===== src/hdl/covm_pkg.sv =====
// package: constants and types of the cell overvoltage monitor
// assumes one clock domain at 125 MHz and a 32-bit register slave
package covm_pkg;

  // ****************************************
  // timing
  // ****************************************
  localparam int unsigned CYC_PER_MS = 125000; // clock cycles in one ms
  localparam int unsigned NORMAL_PERIOD_MS = 400;
  localparam int unsigned ALARM_PERIOD_MS = 100;
  localparam int unsigned QUICK_MS = 100;
  localparam int unsigned TEST_HOLD_MS = 25;
  localparam int unsigned DET_STEP_MS = 1000;
  localparam int unsigned REL_STEP_MS = 200;
  localparam int unsigned DET_STEPS_DEF = 2;
  localparam int unsigned REL_STEPS_DEF = 1;
  localparam int unsigned NORMAL_PERIOD_CYC = NORMAL_PERIOD_MS * CYC_PER_MS;
  localparam int unsigned ALARM_PERIOD_CYC = ALARM_PERIOD_MS * CYC_PER_MS;
  localparam int unsigned QUICK_CYC_DEF = QUICK_MS * CYC_PER_MS;
  localparam int unsigned TEST_HOLD_CYC_DEF = TEST_HOLD_MS * CYC_PER_MS;

  // ****************************************
  // register map
  // ****************************************
  localparam int unsigned REG_AW = 8;
  localparam logic [7:0] REG_CTRL = 8'h00;
  localparam logic [7:0] REG_STATUS = 8'h04;
  localparam logic [7:0] REG_IRQ_STS = 8'h08;
  localparam logic [7:0] REG_IRQ_EN = 8'h0C;
  localparam logic [7:0] REG_IRQ_CLR = 8'h10;
  localparam int unsigned CTRL_MON_EN = 0;
  localparam logic CTRL_MON_EN_RST = 1'h1;
  localparam int unsigned STS_W = 6;
  localparam int unsigned STS_ALARM = 0;
  localparam int unsigned STS_QUICK = 1;
  localparam int unsigned STS_MON = 2;
  localparam int unsigned STS_TOP_ACT = 3;
  localparam int unsigned STS_OVR_LOW = 4;
  localparam int unsigned STS_PIN = 5;
  localparam int unsigned IRQ_W = 4;
  localparam int unsigned IRQ_RAISE = 0;
  localparam int unsigned IRQ_RELEASE = 1;
  localparam int unsigned IRQ_QENTER = 2;
  localparam int unsigned IRQ_QEXIT = 3;
  localparam logic [1:0] RESP_OKAY = 2'h0;
  localparam logic [1:0] RESP_SLVERR = 2'h2;

  typedef enum logic [1:0] {ST_IDLE, ST_NORMAL, ST_ALARM} covm_state_e;
  typedef enum logic [2:0] {
    SEL_CTRL, SEL_STATUS, SEL_IRQ_STS, SEL_IRQ_EN, SEL_IRQ_CLR, SEL_NONE
  } covm_sel_e;

endpackage


===== src/hdl/covm_time_if.sv =====
// interface: sample tick and delay qualification between core and helpers
// assumes every signal lives in the aclk domain
`timescale 1ns/1ps
interface covm_time_if #(parameter int unsigned CNT_W = 32);
  logic run_en; // sampling allowed
  logic [CNT_W-1:0] period_cyc; // sample period in cycles
  logic sample; // one-cycle sample tick
  logic cond; // condition under qualification
  logic restart; // drop any qualification in progress
  logic [CNT_W-1:0] delay_cyc; // qualifying delay in cycles
  logic done; // one-cycle qualified pulse
  modport sampler (input run_en, input period_cyc, output sample);
  modport qual (input sample, input cond, input restart, input delay_cyc, output done);
endinterface


===== src/hdl/covm_top.sv =====
// cell overvoltage monitor: sampling, alarm state, quick test, registers
// assumes comparator and supply levels arrive synchronous to aclk
//
// Function
// [RULE1] sample all cells every 400 ms normally
// [RULE2] sample every 100 ms while alarmed
// [RULE3] qualify 2.0 s to raise, 0.2 s release
// [RULE4] delays may stretch by one period
// [RULE5] override low forces the alarm outputs
// [RULE6] alarm drives high output, open-drain low
// [RULE7] monitor only after regulator recovery
// [RULE8] top cell inactive: no alarm at all; here override low still forces the alarm outputs
// [RULE9] top cell active: detect normally
// [RULE10] quick test: period and delays 100 ms
// [RULE11] override low at power-up enters quick test
// [RULE12] override high then low leaves quick test
// [RULE13] detect 1-5 s, release 0.2-1 s builds
// [RULE14] quick test hold longer than 25 ms
// [RULE15] any cell over raises, all below release
// [RULE16] broken qualification restarts its count
//
// Local design decisions: register access over AXI4-Lite and the placing of the registers.
`timescale 1ns/1ps
module covm_top
  import covm_pkg::*;
#(
  parameter int unsigned CNT_W = 32,
  parameter int unsigned DET_STEPS = DET_STEPS_DEF, // 1 s steps, 1 to 5
  parameter int unsigned REL_STEPS = REL_STEPS_DEF, // 0.2 s steps, 1 to 5
  parameter int unsigned NORMAL_CYC = NORMAL_PERIOD_CYC,
  parameter int unsigned ALARM_CYC = ALARM_PERIOD_CYC,
  parameter int unsigned QUICK_CYC = QUICK_CYC_DEF,
  parameter int unsigned TEST_HOLD_CYC = TEST_HOLD_CYC_DEF,
  parameter int unsigned DET_CYC = DET_STEPS * DET_STEP_MS * CYC_PER_MS,
  parameter int unsigned REL_CYC = REL_STEPS * REL_STEP_MS * CYC_PER_MS
) (
  input logic aclk, // 125 MHz clock
  input logic aresetn, // synchronous reset, active low
  input logic cell_over_detect, // any enabled cell above detect level
  input logic cell_below_release, // all cells below release level
  input logic top_cell_tap_active, // top cell above activation level
  input logic regulator_recovered, // regulator above recovery level
  input logic override_n, // external override, low forces alarm
  input logic alarm_low_opendrain_in, // open-drain pin level
  output logic alarm_low_opendrain_out, // open-drain pin value
  output logic alarm_low_opendrain_oe_n, // low while pulling the pin
  output logic alarm_high_output, // high while alarmed
  output logic irq, // level interrupt
  input logic s_axi_awvalid, // write address valid
  output logic s_axi_awready, // write address ready
  input logic [REG_AW-1:0] s_axi_awaddr, // write address
  input logic [2:0] s_axi_awprot, // write protection, unused
  input logic s_axi_wvalid, // write data valid
  output logic s_axi_wready, // write data ready
  input logic [31:0] s_axi_wdata, // write data
  input logic [3:0] s_axi_wstrb, // write byte strobes
  output logic s_axi_bvalid, // write response valid
  input logic s_axi_bready, // write response ready
  output logic [1:0] s_axi_bresp, // write response
  input logic s_axi_arvalid, // read address valid
  output logic s_axi_arready, // read address ready
  input logic [REG_AW-1:0] s_axi_araddr, // read address
  input logic [2:0] s_axi_arprot, // read protection, unused
  output logic s_axi_rvalid, // read data valid
  input logic s_axi_rready, // read data ready
  output logic [31:0] s_axi_rdata, // read data
  output logic [1:0] s_axi_rresp // read response
);

  // ****************************************
  // constants and state
  // ****************************************
  // [RULE13] delay build options
  localparam logic [CNT_W-1:0] DET_C = CNT_W'(DET_CYC);
  localparam logic [CNT_W-1:0] REL_C = CNT_W'(REL_CYC);
  localparam logic [CNT_W-1:0] NORMAL_C = CNT_W'(NORMAL_CYC);
  localparam logic [CNT_W-1:0] ALARM_C = CNT_W'(ALARM_CYC);
  localparam logic [CNT_W-1:0] QUICK_C = CNT_W'(QUICK_CYC);
  localparam logic [CNT_W-1:0] HOLD_C = CNT_W'(TEST_HOLD_CYC);

  typedef struct packed {
    covm_state_e st;
    logic quick;
    logic pwr_low;
    logic seen_high;
    logic [CNT_W-1:0] hold;
    logic alarm;
    logic od_val;
    logic od_oe_n;
    logic ctrl_en;
    logic [IRQ_W-1:0] irq_sts;
    logic [IRQ_W-1:0] irq_en;
    logic irq;
    logic aw_have;
    logic [REG_AW-1:0] aw_addr;
    logic w_have;
    logic [31:0] w_data;
    logic w_lane0;
    logic awready;
    logic wready;
    logic bvalid;
    logic [1:0] bresp;
    logic arready;
    logic rvalid;
    logic [1:0] rresp;
    logic [31:0] rdata;
  } covm_top_s;

  covm_top_s r, n;
  logic mon_on;
  logic [IRQ_W-1:0] ev, clr;
  logic [STS_W-1:0] sts;
  covm_sel_e wsel;

  covm_time_if #(.CNT_W(CNT_W)) tif ();

  // word decode shared by reads and writes
  function automatic covm_sel_e covm_reg_idx(input logic [REG_AW-1:0] a);
    case (a[REG_AW-1:2])
      REG_CTRL[REG_AW-1:2]: covm_reg_idx = SEL_CTRL;
      REG_STATUS[REG_AW-1:2]: covm_reg_idx = SEL_STATUS;
      REG_IRQ_STS[REG_AW-1:2]: covm_reg_idx = SEL_IRQ_STS;
      REG_IRQ_EN[REG_AW-1:2]: covm_reg_idx = SEL_IRQ_EN;
      REG_IRQ_CLR[REG_AW-1:2]: covm_reg_idx = SEL_IRQ_CLR;
      default: covm_reg_idx = SEL_NONE;
    endcase
  endfunction

  // ****************************************
  // helpers and their inputs
  // ****************************************
  // [RULE7] gate on regulator recovery
  assign mon_on = regulator_recovered && r.ctrl_en;
  assign tif.run_en = mon_on;

  // [RULE15] select the condition under test
  // [RULE8] inactive top cell hides overvoltage
  assign tif.cond = top_cell_tap_active &&
    (r.st == ST_ALARM ? cell_below_release : cell_over_detect);
  assign tif.restart = (n.st != r.st) || !top_cell_tap_active;

  // [RULE1] normal 400 ms period
  // [RULE2] faster period when alarmed
  // [RULE10] quick test timings
  assign tif.period_cyc = r.quick ? QUICK_C : (r.st == ST_ALARM ? ALARM_C : NORMAL_C);
  // [RULE3] detect and release delays
  assign tif.delay_cyc = r.quick ? QUICK_C : (r.st == ST_ALARM ? REL_C : DET_C);

  covm_sampler #(.CNT_W(CNT_W)) u_sampler (
    .aclk(aclk),
    .aresetn(aresetn),
    .t(tif.sampler)
  );

  covm_qualifier #(.CNT_W(CNT_W)) u_qual (
    .aclk(aclk),
    .aresetn(aresetn),
    .t(tif.qual)
  );

  // ****************************************
  // next state
  // ****************************************
  always_comb begin
    n = r;
    ev = '0;
    clr = '0;
    wsel = SEL_NONE;
    sts = '0;

    // quick test entry: low since power-up, held after recovery
    if (override_n) n.pwr_low = 1'b0;
    if (!regulator_recovered) begin
      n.hold = '0;
    end else if (r.pwr_low && !override_n) begin
      // [RULE11] enter quick test
      // [RULE14] hold longer than 25 ms
      if (r.hold == HOLD_C) begin
        n.quick = 1'b1;
        n.pwr_low = 1'b0;
      end else begin
        n.hold = r.hold + 1'b1;
      end
    end

    // [RULE12] leave on high then low
    if (r.quick) begin
      if (override_n) begin
        n.seen_high = 1'b1;
      end else if (r.seen_high) begin
        n.quick = 1'b0;
        n.seen_high = 1'b0;
      end
    end

    // alarm state machine
    case (r.st)
      ST_IDLE: begin
        if (mon_on) n.st = ST_NORMAL;
      end
      // [RULE9] qualified overvoltage raises
      ST_NORMAL: begin
        if (tif.done && top_cell_tap_active) n.st = ST_ALARM;
      end
      ST_ALARM: begin
        if (tif.done) n.st = ST_NORMAL;
      end
      default: begin
        n.st = ST_IDLE;
      end
    endcase
    // [RULE8] inactive top cell clears alarm
    if (!mon_on) n.st = ST_IDLE;
    else if (!top_cell_tap_active && r.st == ST_ALARM) n.st = ST_NORMAL;

    // [RULE5] override forces the outputs
    // [RULE6] both alarm pins together
    n.alarm = !override_n || n.st == ST_ALARM;
    n.od_oe_n = !n.alarm;
    n.od_val = 1'b0;

    // events for the interrupt status
    ev[IRQ_RAISE] = n.st == ST_ALARM && r.st != ST_ALARM;
    ev[IRQ_RELEASE] = r.st == ST_ALARM && n.st != ST_ALARM;
    ev[IRQ_QENTER] = n.quick && !r.quick;
    ev[IRQ_QEXIT] = r.quick && !n.quick;

    // status word
    sts[STS_ALARM] = r.st == ST_ALARM;
    sts[STS_QUICK] = r.quick;
    sts[STS_MON] = mon_on;
    sts[STS_TOP_ACT] = top_cell_tap_active;
    sts[STS_OVR_LOW] = !override_n;
    sts[STS_PIN] = alarm_low_opendrain_in;

    // write channel: address and data in either order
    if (r.bvalid && s_axi_bready) n.bvalid = 1'b0;
    if (s_axi_awvalid && r.awready) begin
      n.aw_have = 1'b1;
      n.aw_addr = s_axi_awaddr;
    end
    if (s_axi_wvalid && r.wready) begin
      n.w_have = 1'b1;
      n.w_data = s_axi_wdata;
      n.w_lane0 = s_axi_wstrb[0];
    end
    if (n.aw_have && n.w_have && !r.bvalid) begin
      wsel = covm_reg_idx(n.aw_addr);
      n.aw_have = 1'b0;
      n.w_have = 1'b0;
      n.bvalid = 1'b1;
      n.bresp = RESP_OKAY;
      case (wsel)
        SEL_CTRL: begin
          if (n.w_lane0) n.ctrl_en = n.w_data[CTRL_MON_EN];
        end
        SEL_IRQ_EN: begin
          if (n.w_lane0) n.irq_en = n.w_data[IRQ_W-1:0];
        end
        SEL_IRQ_CLR: begin
          if (n.w_lane0) clr = n.w_data[IRQ_W-1:0];
        end
        SEL_NONE: begin
          n.bresp = RESP_SLVERR;
        end
        default: begin
          n.bresp = RESP_OKAY;
        end
      endcase
    end
    n.awready = !n.aw_have && !n.bvalid;
    n.wready = !n.w_have && !n.bvalid;

    // read channel: one read at a time
    if (r.rvalid && s_axi_rready) n.rvalid = 1'b0;
    if (s_axi_arvalid && r.arready) begin
      n.rvalid = 1'b1;
      n.rresp = RESP_OKAY;
      n.rdata = '0;
      case (covm_reg_idx(s_axi_araddr))
        SEL_CTRL: n.rdata[CTRL_MON_EN] = r.ctrl_en;
        SEL_STATUS: n.rdata[STS_W-1:0] = sts;
        SEL_IRQ_STS: n.rdata[IRQ_W-1:0] = r.irq_sts;
        SEL_IRQ_EN: n.rdata[IRQ_W-1:0] = r.irq_en;
        SEL_IRQ_CLR: n.rdata = '0;
        default: n.rresp = RESP_SLVERR;
      endcase
    end
    n.arready = !n.rvalid;

    // sticky status: a new event wins over its clear
    n.irq_sts = (r.irq_sts & ~clr) | ev;
    n.irq = |(n.irq_sts & n.irq_en);
  end

  // ****************************************
  // state register and outputs
  // ****************************************
  always_ff @(posedge aclk) begin
    if (!aresetn) begin
      r <= '0;
      r.ctrl_en <= CTRL_MON_EN_RST;
      r.pwr_low <= 1'b1;
      r.od_oe_n <= 1'b1;
    end else begin
      r <= n;
    end
  end

  assign alarm_high_output = r.alarm;
  assign alarm_low_opendrain_out = r.od_val;
  assign alarm_low_opendrain_oe_n = r.od_oe_n;
  assign irq = r.irq;
  assign s_axi_awready = r.awready;
  assign s_axi_wready = r.wready;
  assign s_axi_bvalid = r.bvalid;
  assign s_axi_bresp = r.bresp;
  assign s_axi_arready = r.arready;
  assign s_axi_rvalid = r.rvalid;
  assign s_axi_rdata = r.rdata;
  assign s_axi_rresp = r.rresp;
endmodule


===== src/hdl/covm_sampler.sv =====
// sample tick generator for the cell monitor cycle
// assumes a period of at least two cycles, driven by the core
`timescale 1ns/1ps
module covm_sampler
  import covm_pkg::*;
#(
  parameter int unsigned CNT_W = 32
) (
  input logic aclk, // clock
  input logic aresetn, // synchronous reset, active low
  covm_time_if.sampler t // period in, tick out
);
  typedef struct packed {
    logic [CNT_W-1:0] cnt;
    logic sample;
  } covm_smp_s;
  covm_smp_s r, n;
  logic [CNT_W-1:0] gap, last_per;
  logic gap_ok;

  // count the period and pulse at its end
  always_comb begin
    n = r;
    n.sample = 1'b0;
    if (!t.run_en) begin
      n.cnt = '0;
    end else if (r.cnt >= t.period_cyc - 1'b1) begin
      n.cnt = '0;
      n.sample = 1'b1;
    end else begin
      n.cnt = r.cnt + 1'b1;
    end
  end

  always_ff @(posedge aclk) begin
    if (!aresetn) r <= '0;
    else r <= n;
  end

  assign t.sample = r.sample;

  // gap between ticks while the period stands still
  always_ff @(posedge aclk) begin
    last_per <= t.period_cyc;
    gap <= r.sample ? '0 : gap + 1'b1;
    if (!aresetn || !t.run_en || t.period_cyc != last_per) gap_ok <= 1'b0;
    else if (r.sample) gap_ok <= 1'b1;
  end
endmodule


===== src/hdl/covm_qualifier.sv =====
// delay qualifier: a condition seen at every tick for a whole delay
// assumes the core restarts it whenever the alarm state changes
`timescale 1ns/1ps
module covm_qualifier
  import covm_pkg::*;
#(
  parameter int unsigned CNT_W = 32
) (
  input logic aclk, // clock
  input logic aresetn, // synchronous reset, active low
  covm_time_if.qual t // condition in, qualified pulse out
);
  typedef struct packed {
    logic run;
    logic [CNT_W-1:0] cnt;
    logic done;
  } covm_qual_s;
  covm_qual_s r, n;

  // time since the first qualifying tick, judged only at ticks
  always_comb begin
    n = r;
    n.done = 1'b0;
    if (r.run && r.cnt != '1) n.cnt = r.cnt + 1'b1;
    if (t.restart) begin
      n.run = 1'b0;
      n.cnt = '0;
    end else if (t.sample) begin
      // [RULE16] miss restarts count
      if (!t.cond) begin
        n.run = 1'b0;
        n.cnt = '0;
      end else if (!r.run) begin
        n.run = 1'b1;
        n.cnt = '0;
      // [RULE4] only at ticks
      end else if (r.cnt >= t.delay_cyc) begin
        n.done = 1'b1;
        n.run = 1'b0;
        n.cnt = '0;
      end
    end
  end

  always_ff @(posedge aclk) begin
    if (!aresetn) r <= '0;
    else r <= n;
  end

  assign t.done = r.done;
endmodule


===== config.mk =====
export PLATFORM = sky130hd
export DESIGN_NAME = covm_top
export DESIGN_NICKNAME = d
export VERILOG_FILES = /design/src/hdl/covm_pkg.sv /design/src/hdl/covm_time_if.sv /design/src/hdl/covm_top.sv /design/src/hdl/covm_sampler.sv /design/src/hdl/covm_qualifier.sv
export SDC_FILE = /design/constraint.sdc
export NUM_CORES = 1
export LEC_CHECK = 0
export BUFFER_PORTS_ARGS = -buffer_cell sky130_fd_sc_hd__buf_2
export CAP_MARGIN = 20
export CORE_MARGIN = 4
export CORE_UTILIZATION = 53
export CTS_CLUSTER_SIZE = 8
export DETAILED_ROUTE_END_ITERATION = 8
export GPL_TIMING_DRIVEN = 1
export PLACE_DENSITY = 0.8
export SYNTH_ARGS = -nofsm -noshare
export SYNTH_HDL_FRONTEND = slang
export SYNTH_HIERARCHICAL = 1
export SYNTH_SLANG_ARGS = --single-unit
export TNS_END_PERCENT = 20

===== constraint.sdc =====
create_clock -name aclk -period 4 [get_ports aclk]
set_input_delay 0.6 -clock aclk [delete_from_list [all_inputs] [get_ports aclk]]
set_output_delay 0.6 -clock aclk [all_outputs]
set_load 0.005 [all_outputs]

; Word level (Yosys, flattened, before mapping)
; Cells that the tools add are included.
; Widths: inputs -> output; s select.
[totals]
regBits = 175
in_bits = 71
out_inout_bits = 45
elab_cells = 165
[classes]
n_addsub = 4
n_lt_le_gt_ge = 2
eq_ne = 23
muxes = 49
n_bitwise = 10
reduce_logical = 45
[op_table]
columns = operator, n
row1 = $mux 33, 3
row2 = $add 32x1->32 const B, 3
row3 = $mux 34, 2
row4 = $mux 28, 2
row5 = $mux 26, 2
row6 = $mux 35, 1
row7 = $eq 32x22->1 const B, 1
row8 = $ge 32x28->1, 1
row9 = $ge 32x32->1, 1
row10 = $mux 32, 1
row11 = $ne 32x32->1 const B, 1
row12 = $pmux 3 s5, 2
row13 = $sub 26x1->27 const B, 1
row14 = $eq 6x2->1 const B, 4
row15 = $mux 4, 6
row16 = $mux 2, 10
row17 = $logic_and 1x1->1, 19
row18 = $mux 1, 13
row19 = $eq 6x1->1 const B, 2
row20 = $eq 6x3->1 const B, 2
row21 = $logic_not 6->1, 2
row22 = $logic_not 1->1, 10
row23 = $reduce_or 5->1, 2
row24 = $eq 3x2->1 const B, 3
row25 = other kinds (23), 39

; Longest topological paths before layout
[logic_depth]
word_depth = 13
ltp_mapped = 18
mapped_depth_nobuf = 14

; Cells and area by module
; Netlist, hierarchy kept.
[by_module_without_submodules]
columns = mod, n_inst, cells_each, area_per_inst_um2
row1 = covm_top, 1, 460, 3860.0
row2 = covm_sampler, 1, 318, 2675.1
row3 = covm_qualifier, 1, 302, 2473.6

; Worst setup path after synthesis
; No wires, ideal clock.
[synth_timing]
path_kind = reg2reg
start = register r[133] in the netlist's numbering
end = register u_sampler/r[10] in the netlist's numbering
arrival_ns = 4.313
required_ns = 3.870
slack_ns = -0.443
stages_incl_launch_ff = 14
n_path_buf = 1
synth_period_minus_slack_ns = 4.443
cell_sequence = dfxtp_1 > nor2b_1 > nor2_1 > inv_1 > nor4_1 > nand4b_1 > xor2_1 > ha_1 > nand2_1 > nor4_1 > or4b_2 > a311oi_2 > buf_2 > nor3_1
[synth_via]
elab_chain_cells = 6
[synth_lines]
columns = item, line_no
row1 = start: declaration, covm_top.sv:109  ; covm_top_s r, n;
row2 = start signal: assignment, covm_top.sv:306  ; r <= n;
row3 = $eq 2x2->1, covm_top.sv:145  ; assign tif.period_cyc = r.quick ? QUICK_C : (r.st == ST_ALARM ? ALARM_C : NORMAL_C);
row4 = $mux 26 (2 in series), covm_top.sv:145
row5 = $sub 26x1->27, covm_sampler.sv:27  ; end else if (r.cnt >= t.period_cyc - 1'b1) begin
row6 = $ge 32x32->1, covm_sampler.sv:27
row7 = $reduce_or 3->1 (no line), -
row8 = end signal: assignment, covm_sampler.sv:37  ; else r <= n;
row9 = end: declaration, covm_sampler.sv:17  ; covm_smp_s r, n;
; Every way passes these cells.
; A chain may end at the register's enable or synchronous reset.

; Final worst setup path
[layout_timing]
start = register r[132] in the netlist's numbering
end = register u_sampler/r[13] in the netlist's numbering
; The elaborated chain is that of the path after synthesis.

==> flow_summary.json <==
{
  "status": "finished clean",
  "grt_pass1_vias": 7289,
  "pre_cts_slack_ns": 0.153,
  "cts_root_buffer": "clkbuf_16",
  "critPathLaunchType": "flip-flop",
  "rsz0062_at_grt": "no",
  "finalHoldViolations": 0,
  "worst_path_most_repeated_cell": "nor3_1",
  "worstPathArrival_ns": 3.99,
  "clock-sinks": 142,
  "rows": 47,
  "layout-drive-gt1-share": 0.107,
  "gp_congestion": 0.810,
  "cpLargestDelayFamily": "simple AND/OR/NAND/NOR gates",
  "area_growth_pct": 14.1,
  "cp-end-kind": "flip-flop",
  "worst_pin_slew_ns": 1.10,
  "grt_max_degree": 35,
  "slew_violations": 0,
  "timing.rr.end": "u_sampler/r[13]",
  "wl_met1_um": 9020,
  "route.met3.wl_um": 881,
  "grt_pass1_wl_um": 32200,
  "setup_tns_ns": 0,
  "wl_um": 19400,
  "numPortBuffers": 45,
  "worstHoldPathCells": 3,
  "synth.avg_cell_area_sq_um": 8.34,
  "relSlewSlack": 0.267,
  "slowest_delay_ns": 0.66,
  "worstReg2RegStart": "r[132]",
  "synthesis.area_sq_mm": 0.00901,
  "design_area_sq_mm": 0.0103,
  "synth.most_common_cell": "dfxtp_1",
  "drt-initial-drc-count": 552,
  "worstPathRequired_ns": 4.26,
  "fin_crit_ns": 3.73,
  "gr-usage-all-layers": 0.192,
  "yosys.area.top_type_share": 0.316,
  "die_h_um": 138,
  "postPlaceCellArea_sq_mm": 0.00963,
  "antenna_cells": 0,
  "viasPerCell": 5.51,
  "cp_max_fo": 16,
  "cts_tree": "built",
  "finalClockSkew_ns": 0.00670,
  "final-setup-viol-count": 0,
  "critPathBufInv": 3,
  "cts.path.max_buffers": 2,
  "reg2reg_depth": 14,
  "yosys-top-cells-area": "dfxtp_1 (32%), ha_1 (9.6%), xor2_1 (5.9%)",
  "crit_end": "u_sampler/r[13]",
  "r2r_setup_slack_ns": 0.27,
  "yosys_warnings": 6,
  "layout.nets": 1346,
  "p_per_area_mw_per_mm2": 306,
  "antenna_found_initial": 0,
  "ant_nets": 0,
  "crit_type": "reg -> reg",
  "synth_top_cell_by_area": "dfxtp_1",
  "drt_first_pass_iters": 5,
  "cts_buffers": 17,
  "setup_slack_ns": 0.271,
  "ys.flop_type": "dfxtp_1",
  "drc": 0,
  "fin_crit_sh": 0.932,
  "p_leak_nw": 4.06,
  "cp_num_cells": 14,
  "async_reset_ff_frac": 0,
  "htree_levels": 4,
  "ys_seq_elements": 142,
  "core_area_sq_mm": 0.0166,
  "hp-class": "in -> reg",
  "top_layer": "met4",
  "cts.hold.buffers_added": 0,
  "synth_cell_types": 81,
  "crit_path_start": "r[132]",
  "syn_inst": 1080,
  "maxCapViolCount": 0,
  "wl_per_cell_um": 13.5,
  "wl_met2_um": 9040,
  "start_util": 0.541,
  "power_mw": 3.15,
  "overflow": 0,
  "path_cells": "nor2b_1, nor2_4, inv_2, or4_1, nor3_1, xnor2_1, ha_1, nand2_1, nor4_2, or4b_2, a311oi_4, buf_4, buf_12, nor3_1",
  "die-area_sq_mm": 0.0191,
  "path_clk_slew_ns": 0.06,
  "crit_slowest_cell": "or4b_2",
  "ios": 116,
  "max_freq_mhz": 268,
  "synth_commonest_cells": "dfxtp_1 (142), nand2_1 (82), nor2_1 (78)",
  "peakVddDrop_v": 0.000301,
  "die_x_um": 138,
  "dp_hpwl_um": 13500,
  "vias": 7931,
  "synth_edf_count": 0,
  "seq_area_frac_synth": 0.316,
  "clock_latency_ns": 0.43
}
==> power by group <==
part	switching [mW]	internal, mW	leakage (nW)	total [mW]
clock network	0.635	0.878	0.268	1.51
logic	0.122	0.0700	2.64	0.192
registers	0.0114	1.43	1.15	1.44
==> registers in the layout (all words and copies together) (netlist names) <==
register	flops
alarm_high_output	1
alarm_low_opendrain_oe_n	1
irq	1
r	59
s_axi_arready	1
s_axi_awready	1
s_axi_bresp	1
s_axi_bvalid	1
s_axi_rdata	6
s_axi_rresp	1
s_axi_rvalid	1
s_axi_wready	1
u_qual/r	33
u_qual/t.done	1
u_sampler/r	32
u_sampler/t.sample	1
==> tightest hold or removal path: cells and delay by family <==
family,cells,cell delay (ns)
AO/OA/AOI/OAI,1,0.05
buffers and inverters,1,0.10
AND/OR/NAND/NOR,1,0.05
==> metal layers <==
metal,vias up,GRT usage
li1,4026,-
met1,3652,0.251
met2,216,0.320
met3,37,0.0307
met4,0,0.0723
met5,-,0
==> through the flow <==
| stage | instances | hold WS [ns] | util |
|---|---|---|---|
| floorplan | 1198 | 0.417 | - |
| finish | 1439 | 0.425 | 0.618 |
| detailed placement | 1400 | 0.449 | 0.579 |
| CTS | 1432 | 0.408 | 0.612 |
| global route | 1439 | 0.435 | 0.618 |
| global placement | 1400 | 0.442 | 0.579 |
==> layout by cell type (no fill, tap or decap), types with 46 or more instances in the layout <==
cell	instances
a21oi_1	73
conb_1	120
dfxtp_1	142
ha_1	69
inv_1	60
nand2_1	82
nand3_1	46
nor2_1	77
nor3_1	60
xor2_1	61
==> worst min-delay path by stage <==
stage | startpoint | slack (ns) | endpoint
2_1_floorplan | r[83] | 0.42 | s_axi_awready
3_3_place_gp | s_axi_rdata[4] | 0.44 | s_axi_rdata[4]
3_5_place_dp | r[80] | 0.45 | r[80]
4_1_cts | s_axi_awaddr[6] | 0.41 | r[81]
5_1_grt | s_axi_awaddr[6] | 0.44 | r[81]
6_report | s_axi_awaddr[6] | 0.43 | r[81]
==> what timing repair did <==
item                       CTS  global route
setup buffers                0             5
setup endpoints to repair    0            32
resized for setup            0             3
==> cell families after synthesis <==
logic type      count (synthesis)  share of synthesized area
flops                         142                      0.316
buf+inv                       136                     0.0743
mux                            13                     0.0151
other cells                     2                   0.000834
fa+ha+maj                      69                     0.0958
compound gates                186                      0.139
simple gates                  441                      0.271
xor+xnor                       91                     0.0885
==> cell type report <==
| class | count | area [sq um] |
|---|---|---|
| Clock buffer | 21 | 450 |
| Clock inverter | 11 | 111 |
| Fill cell | 1399 | 6360 |
| Inverter | 62 | 233 |
| Multi-Input combinational cell | 920 | 5970 |
| Sequential cell | 142 | 2840 |
| Tap cell | 220 | 275 |
| Timing Repair Buffer | 63 | 394 |
Power figures use the tool's default switching activity.
